**config.mk**
```make
export PLATFORM = sky130hd
export DESIGN_NAME = pllc_top
export DESIGN_NICKNAME = d
export VERILOG_FILES = /design/src/pllc_pkg.sv /design/src/pllc_edge_if.sv /design/src/pllc_fbdiv.sv /design/src/pllc_top.sv
export SDC_FILE = /design/constraint.sdc
export NUM_CORES = 1
export LEC_CHECK = 0
export BUFFER_PORTS_ARGS = -buffer_cell sky130_fd_sc_hd__buf_2
export CORE_MARGIN = 5
export CORE_UTILIZATION = 61
export CTS_BUF_LIST = sky130_fd_sc_hd__clkbuf_4 sky130_fd_sc_hd__clkbuf_8
export DETAILED_ROUTE_END_ITERATION = 7
export GPL_ROUTABILITY_DRIVEN = 1
export HOLD_SLACK_MARGIN = 0.1
export PLACE_DENSITY = 0.84
export SYNTH_ARGS = -nofsm -noshare
export SYNTH_HDL_FRONTEND = slang
export SYNTH_SLANG_ARGS = --single-unit
export TNS_END_PERCENT = 50
```
**constraint.sdc**
```tcl
create_clock -name mclk -period 5.3 [get_ports mclk]
set_clock_uncertainty 0.15 [all_clocks]
set_input_delay 0.53 -clock mclk [delete_from_list [all_inputs] [get_ports mclk]]
set_output_delay 0.53 -clock mclk [all_outputs]
set_load 0.02 [all_outputs]
```
**src/pllc_pkg.sv**
```systemverilog
package pllc_pkg;
   // Widths of the programming fields.
   localparam int N_W = 12;
   localparam int L_W = 8;
   localparam int E_W = 2;
   // Nominal VCO centre frequency in units of 100 Hz (71.4 kHz).
   localparam int unsigned FNOM_100HZ = 714;
   localparam int CTR_W = 20;
   localparam logic [CTR_W-1:0] FNOM_CNT = 20'h002ca;
   // Lock detector window in reference edges, tolerances in feedback edges.
   localparam int WIN_W = 8;
   localparam logic [WIN_W-1:0] LOCK_WIN_REFS = 8'h10;
   localparam logic [WIN_W-1:0] ACQ_TOL = 8'h02;
   localparam logic [WIN_W-1:0] LOCK_TOL = 8'h01;
   // Selected clock to bus clock ratio is four: base is /2, bus is /4.
   localparam int BUS_DIV = 4;
   localparam int BDIV_W = $clog2(BUS_DIV);
   // Reset values.
   localparam logic RST_NARROW = 1'b0;
   localparam logic RST_LOCK = 1'b0;
   localparam logic RST_IRQ = 1'b0;
   typedef enum logic [1:0] {
      PLLC_OFF   = 2'b00,
      PLLC_ACQ   = 2'b01,
      PLLC_TRACK = 2'b10
   } pllc_mode_t;
endpackage : pllc_pkg

```
**src/pllc_edge_if.sv**
```systemverilog
`timescale 1ns/10ps
`default_nettype none
interface pllc_edge_if;
   import pllc_pkg::*;
   logic [N_W-1:0] n_eff;
   logic           run;
   logic           vco_edge;
   logic           ref_edge;
   logic           fb_edge;
   logic           fb_clk;
   modport div (input n_eff, input run, output vco_edge, output ref_edge,
                output fb_edge, output fb_clk);
   modport ctl (output n_eff, output run, input vco_edge, input ref_edge,
                input fb_edge, input fb_clk);
endinterface : pllc_edge_if
`default_nettype wire

```
**src/pllc_fbdiv.sv**
```systemverilog
`timescale 1ns/10ps
`default_nettype none
module pllc_fbdiv (
   // Clock and reset
   input  wire logic mclk,
   input  wire logic srst,
   // Sampled clocks
   input  wire logic vco_output_clock,
   input  wire logic reference_clock,
   // Link to the control logic
   pllc_edge_if.div  eif
);
   import pllc_pkg::*;

   logic           vco_q_reg;
   logic           ref_q_reg;
   logic [N_W-1:0] cnt_reg;
   logic [N_W-1:0] cnt_next;
   logic           vco_rise;

   assign vco_rise = vco_output_clock & ~vco_q_reg;

   ////////////////////////////////////////////////////////////////////////
   always_ff @(posedge mclk) begin
      if (srst) begin
         vco_q_reg     <= 1'b0;
         ref_q_reg     <= 1'b0;
         eif.vco_edge  <= 1'b0;
         eif.ref_edge  <= 1'b0;
      end else begin
         vco_q_reg     <= vco_output_clock;
         ref_q_reg     <= reference_clock;
         eif.vco_edge  <= vco_rise;
         eif.ref_edge  <= reference_clock & ~ref_q_reg;
      end
   end

   // Down counter reloads with N-1, so one feedback edge per N VCO edges.
   always_comb begin
      cnt_next = cnt_reg;
      if (vco_rise) begin
         if (cnt_reg == '0) begin
            cnt_next = eif.n_eff - 1'b1;
         end else begin
            cnt_next = cnt_reg - 1'b1;
         end
      end
   end

   always_ff @(posedge mclk) begin
      if (srst || !eif.run) begin
         cnt_reg     <= '0;
         eif.fb_edge <= 1'b0;
         eif.fb_clk  <= 1'b0;
      end else begin
         cnt_reg     <= cnt_next;
         eif.fb_edge <= vco_rise && (cnt_reg == '0);
         eif.fb_clk  <= (cnt_next < (eif.n_eff >> 1)) || (eif.n_eff == 1);
      end
   end
endmodule : pllc_fbdiv
`default_nettype wire

```
**src/pllc_top.sv**
```systemverilog
// Behaviour
// - Feedback divider divides VCO clock by N; for N of one the feedback clock output stays high.
// - Phase detector emits up/down correction pulses.
// - Frequency compare sets filter mode and lock.
// - Narrow select reads zero during acquisition.
// - Tracking whenever the loop runs and narrow select is one.
// - Auto mode switches filter mode itself.
// - Auto mode ignores software narrow writes.
// - Auto narrow select follows tolerance window.
// - Auto lock flag follows tolerance window.
// - Enabled interrupt on every lock toggle made in auto mode.
// - Manual mode: narrow select is software control.
// - Manual mode: lock flag off, no interrupts.
// - Bus clock is quarter of selected clock.
// - Centre frequency is L*2^E*71.4 kHz, modulo 2^20 units of 100 Hz.
// - Multiplier zero behaves as one.
// - Factor L zero disables loop and VCO select.
`timescale 1ns/10ps
`default_nettype none
module pllc_top (
   // Clock and reset
   input  wire logic                     mclk,
   input  wire logic                     srst,
   // Clocks sampled as levels
   input  wire logic                     vco_output_clock,
   input  wire logic                     reference_clock,
   // Software control
   input  wire logic                     pll_power_on,
   input  wire logic                     base_clock_select,
   input  wire logic                     auto_bandwidth,
   input  wire logic                     filter_narrow_ctl,
   input  wire logic                     pll_irq_enable,
   input  wire logic                     irq_ack,
   input  wire logic [pllc_pkg::N_W-1:0] mult_n,
   input  wire logic [pllc_pkg::L_W-1:0] range_l,
   input  wire logic [pllc_pkg::E_W-1:0] range_e,
   // Loop outputs
   output logic                          vco_feedback_clock,
   output logic                          pump_up,
   output logic                          pump_down,
   output logic                          tracking_mode,
   output logic                          loop_enable,
   // Status
   output logic                          filter_narrow_sel,
   output logic                          lock_flag,
   output logic                          pll_irq,
   output pllc_pkg::pllc_mode_t          filter_mode,
   output logic [pllc_pkg::CTR_W-1:0]    vco_center_100hz,
   // Clocks out
   output logic                          vco_selected,
   output logic                          base_clock_output,
   output logic                          bus_clock
);
   import pllc_pkg::*;

   pllc_edge_if eif ();

   logic             run;
   logic [WIN_W-1:0] win_reg;
   logic [WIN_W-1:0] fb_cnt_reg;
   logic [WIN_W-1:0] diff;
   logic             win_end;
   logic             in_acq_tol;
   logic             in_lock_tol;
   logic             lock_next;
   logic [BDIV_W-1:0] bdiv_reg;
   logic [BDIV_W-1:0] bdiv_next;
   logic             sel_edge;

   function automatic logic [WIN_W-1:0] absdiff(input logic [WIN_W-1:0] a,
                                                input logic [WIN_W-1:0] b);
      absdiff = (a > b) ? (a - b) : (b - a);
   endfunction : absdiff

   ////////////////////////////////////////////////////////////////////////
   // A zero L would put the centre at zero, so the loop stays off.
   assign run = pll_power_on && (range_l != '0);
   assign eif.run = run;
   assign eif.n_eff = (mult_n == '0) ? N_W'(1) : mult_n;

   pllc_fbdiv u_fbdiv (
      .mclk             (mclk),
      .srst             (srst),
      .vco_output_clock (vco_output_clock),
      .reference_clock  (reference_clock),
      .eif              (eif)
   );

   always_ff @(posedge mclk) begin
      if (srst) begin
         vco_feedback_clock <= 1'b0;
         loop_enable        <= 1'b0;
         vco_center_100hz   <= '0;
      end else begin
         vco_feedback_clock <= eif.fb_clk;
         loop_enable        <= run;
         vco_center_100hz   <= CTR_W'((FNOM_CNT * range_l) << range_e);
      end
   end

   ////////////////////////////////////////////////////////////////////////
   // Up starts on a reference edge, down on a feedback edge; once both
   // have been seen they cancel, leaving a pulse as wide as the skew.
   always_ff @(posedge mclk) begin
      if (srst || !run) begin
         pump_up   <= 1'b0;
         pump_down <= 1'b0;
      end else if ((pump_up || eif.ref_edge) && (pump_down || eif.fb_edge)) begin
         pump_up   <= 1'b0;
         pump_down <= 1'b0;
      end else begin
         pump_up   <= pump_up | eif.ref_edge;
         pump_down <= pump_down | eif.fb_edge;
      end
   end

   ////////////////////////////////////////////////////////////////////////
   // Frequency comparison: feedback edges counted over a window of
   // reference edges. Resolution is one edge per window, so a slow
   // reference makes the detector slow too.
   assign win_end = eif.ref_edge && (win_reg == LOCK_WIN_REFS - 1'b1);
   assign diff = absdiff(fb_cnt_reg + WIN_W'(eif.fb_edge), LOCK_WIN_REFS);
   assign in_acq_tol = diff <= ACQ_TOL;
   assign in_lock_tol = diff <= LOCK_TOL;

   always_ff @(posedge mclk) begin
      if (srst || !run) begin
         win_reg    <= '0;
         fb_cnt_reg <= '0;
      end else if (win_end) begin
         win_reg    <= '0;
         fb_cnt_reg <= '0;
      end else begin
         if (eif.ref_edge) begin
            win_reg <= win_reg + 1'b1;
         end
         if (eif.fb_edge && fb_cnt_reg != '1) begin
            fb_cnt_reg <= fb_cnt_reg + 1'b1;
         end
      end
   end

   ////////////////////////////////////////////////////////////////////////
   always_ff @(posedge mclk) begin
      if (srst) begin
         filter_narrow_sel <= RST_NARROW;
      end else if (!auto_bandwidth) begin
         filter_narrow_sel <= filter_narrow_ctl;
      end else if (!run) begin
         filter_narrow_sel <= 1'b0;
      end else if (win_end) begin
         filter_narrow_sel <= in_acq_tol;
      end
   end

   assign lock_next = !auto_bandwidth ? 1'b0 :
                      !run ? 1'b0 :
                      win_end ? in_lock_tol : lock_flag;

   always_ff @(posedge mclk) begin
      if (srst) begin
         lock_flag <= RST_LOCK;
      end else begin
         lock_flag <= lock_next;
      end
   end

   // A new toggle in the acknowledge cycle keeps the request standing.
   always_ff @(posedge mclk) begin
      if (srst) begin
         pll_irq <= RST_IRQ;
      end else begin
         pll_irq <= (pll_irq && !irq_ack) ||
                    (pll_irq_enable && auto_bandwidth &&
                     (lock_next != lock_flag));
      end
   end

   always_ff @(posedge mclk) begin
      if (srst) begin
         tracking_mode <= 1'b0;
         filter_mode   <= PLLC_OFF;
      end else begin
         tracking_mode <= run && filter_narrow_sel;
         if (!run) begin
            filter_mode <= PLLC_OFF;
         end else if (filter_narrow_sel) begin
            filter_mode <= PLLC_TRACK;
         end else begin
            filter_mode <= PLLC_ACQ;
         end
      end
   end

   ////////////////////////////////////////////////////////////////////////
   // Clock source select without the glitch-free transition logic; the
   // counter keeps running across a switch, so one period may be short.
   assign sel_edge = vco_selected ? eif.vco_edge : eif.ref_edge;
   assign bdiv_next = bdiv_reg + BDIV_W'(sel_edge);

   always_ff @(posedge mclk) begin
      if (srst) begin
         vco_selected      <= 1'b0;
         bdiv_reg          <= '0;
         base_clock_output <= 1'b0;
         bus_clock         <= 1'b0;
      end else begin
         vco_selected      <= base_clock_select && run;
         bdiv_reg          <= bdiv_next;
         base_clock_output <= bdiv_next[0];
         bus_clock         <= bdiv_next[BDIV_W-1];
      end
   end
endmodule : pllc_top
`default_nettype wire

```
==> run metrics <==
clk buf depth=2; min-delay worst type=input port to flop; WHS Endpoint=pll_irq; core area=8130 µm²; routed len/inst=14.9 µm; Fin Setup TNS=0 ps; post-synth top area share=26.3%; CP peak stage delay=590 ps; asr flop ratio synth=0%; vias in the first global route=4298; crit path launch=range_l[3]; Initial DRC Count=170; most frequent cells in the layout=inv_1 (67), ha_1 (67), dfxtp_1 (66), buf_2 (63), nor2_1 (52); post-route ant nets=0; Initial Util=61.8%; Clk network pwr share=26.5%; n_diodes=0; worst hold margin=225 ps; GR Overflow Total=0; total CTS buffers=9; Reg area=1320 µm²; unrepaired setup endpoints after global routing=false; num rows=33; Non-Filler Instances=755; syn nets=707; DRC Markers=0; worst setup path class=input port to flop; First-pass DRT Iterations=5; commonest register cell after synthesis=dfxtp_1; GPL Wtd Cong=0.928; Max FO, Critical Path=6; HPWL Detailed=8940 µm; sequential power share=30.0%; EDFF count, synth=0; Psw=707 µW; layout cells sized above 1=13.5%; period utilization=86.2%; Top Ports=65; Post-Route WL=11200 µm; Synth Instances=595; worst path cell trace=buf_2 -> inv_1 -> ha_1 -> inv_1 -> fa_1 -> fa_1 -> fa_1 -> inv_1 -> ha_1 -> a21oi_1 -> o21bai_1 -> a221oi_1 -> a21oi_1 -> or4_1 -> o22ai_1; Slew Limit Fails=0; width of the die=101 µm; CTS tree=built; mean area per synthesized cell=8.44 µm²; initial antenna violation count=0; max-cap viol count=0; final-report hold violation count=0; Crit Reg-Reg Endpoint=pll_irq; Reg clk slew, reported paths=80 ps; Synth Cell Area=5020 µm²; Slowest-stage cell, CP=a221oi_1; area added between synthesis and finish=11.5%; CTS root buf=clkbuf_8; startpoint type of the worst setup path=input port; Internal Power=1200 µW; top cells by area, synth=dfxtp_1 (26%), ha_1 (17%), fa_1 (5.2%); Crit path required time=5410 ps; setup slack, reg-to-reg=1700 ps; Cells after DPL=739; vias post-DR=4413; first-pass GRT wire length=18900 µm; Setup crit end kind=flop; Clk Latency, worst-skew pair=340 ps; Slew HR=40.1%; P_leak=0.00261 µW; Resized cells post-CTS=0; worst slew pin tran=890 ps; Post-layout nets=757; Worst VDD drop=0.141 mV; R2R cell count=11; hold_buf cts=0; reg-to-reg startpoint=fb_cnt_reg[0]; post-route cell area=5600 µm²; DR vias/cell=5.85; hold depth=2; Tmin final=4570 ps; Setup-failing EPs final=0; Arr. time, crit path=4680 ps; gr usage total=22.8%; synth unique cells=59; Buf/Inv on CP=4; FILL cells=641; Peak Freq=219 MHz; max reg flops=19; input/output buffers=63; die height=101 µm; setup repair bufs after CTS=0; Placed Instance Area=5360 µm²; outcome=finished, final reports clean; die area=10200 µm²; Multi-input gate area=3340 µm²; post-synthesis register bit count=66; Synth area leader=dfxtp_1; Comb power frac=43.6%; worst hold start=irq_ack; clk sink count=66; sw frac=37.1%; largest net degree at the start of global routing=31; YS warnings=0; register area share after synthesis=26.3%; delay-heaviest family, CP=adder cells; H-tree Lvls=3; Power Density=340 nW/µm²
worst reg2reg max path, stage by stage, from the launching register on:
cell	delay (ps)
dfxtp_1	380
ha_1	210
ha_1	330
inv_1	90
ha_1	220
nor2b_1	160
a22o_1	220
a311oi_1	510
a31oi_1	200
a2111oi_2	460
mux2_1	370
o32ai_1	220
power groups by stage:
stage	combinational [µW]	clock, µW	sequential, µW
detailed placement	817	0	582
CTS	826	511	571
global route	927	533	575
global placement	787	0	581
floorplan	579	0	625
finish	829	504	571
metrics by stage:
stage	worst slack, ps	power, µW	util, %
6_report	729	1900	68.9
5_1_grt	497	2030	68.9
4_1_cts	770	1910	68.9
3_5_place_dp	429	1400	65.9
3_3_place_gp	577	1370	65.9
2_1_floorplan	973	1200	-
layout make-up:
| cell class | count | area share, % |
|---|---|---|
| sequential | 66 | 23.6 |
| inverter | 67 | 4.49 |
| multi-input combinational | 438 | 59.6 |
| clock buffer | 9 | 2.21 |
| clock inverter | 7 | 2.10 |
| tap | 105 | 2.35 |
| timing repair buffer | 63 | 5.63 |
logic make-up after synthesis:
| family | after synthesis | synth area share (%) |
|---|---|---|
| other cells | 1 | 0.0746 |
| mux | 18 | 3.66 |
| buf+inv | 91 | 7.20 |
| flops | 66 | 26.3 |
| simple gates | 195 | 19.8 |
| compound gates | 109 | 15.0 |
| xor+xnor | 35 | 6.10 |
| fa+ha+maj | 80 | 21.9 |
Yosys cell counts, drive strengths merged, types with 3 or more instances:
master    n
buf       7
mux2i    15
or2       3
nand3    16
nor3     12
nor2     52
a2111oi   3
a21oi    19
a31oi     9
inv      67
nand2    36
xor2     13
a211oi   23
nor4     11
or4       4
xnor2    22
o22ai     6
mux2      3
clkbuf   17
nor2b    13
o32ai     3
ha       67
nand4    12
o21ai    14
o21a      5
and3      4
a21o      4
dfxtp    66
and2     16
fa       13
nand2b    8
o31ai     3
per-layer routing:
| metal | global-route usage [%] | wire [µm] |
|---|---|---|
| met1 | 25.6 | 4570 |
| met2 | 42.7 | 6000 |
| met3 | 3.25 | 415 |
| met4 | 9.12 | 231 |
| met5 | 0 | 0 |
worst max-delay path by stage:
stage	endpoint	slack, ps	cells after the start
after floorplan	vco_center_100hz[17]	970	13
after global placement	vco_center_100hz[17]	580	15
after detailed placement	vco_center_100hz[17]	430	15
after CTS	vco_center_100hz[17]	770	15
after global routing	vco_center_100hz[17]	500	15
final	vco_center_100hz[17]	730	15
Power figures use the tool's default switching activity.
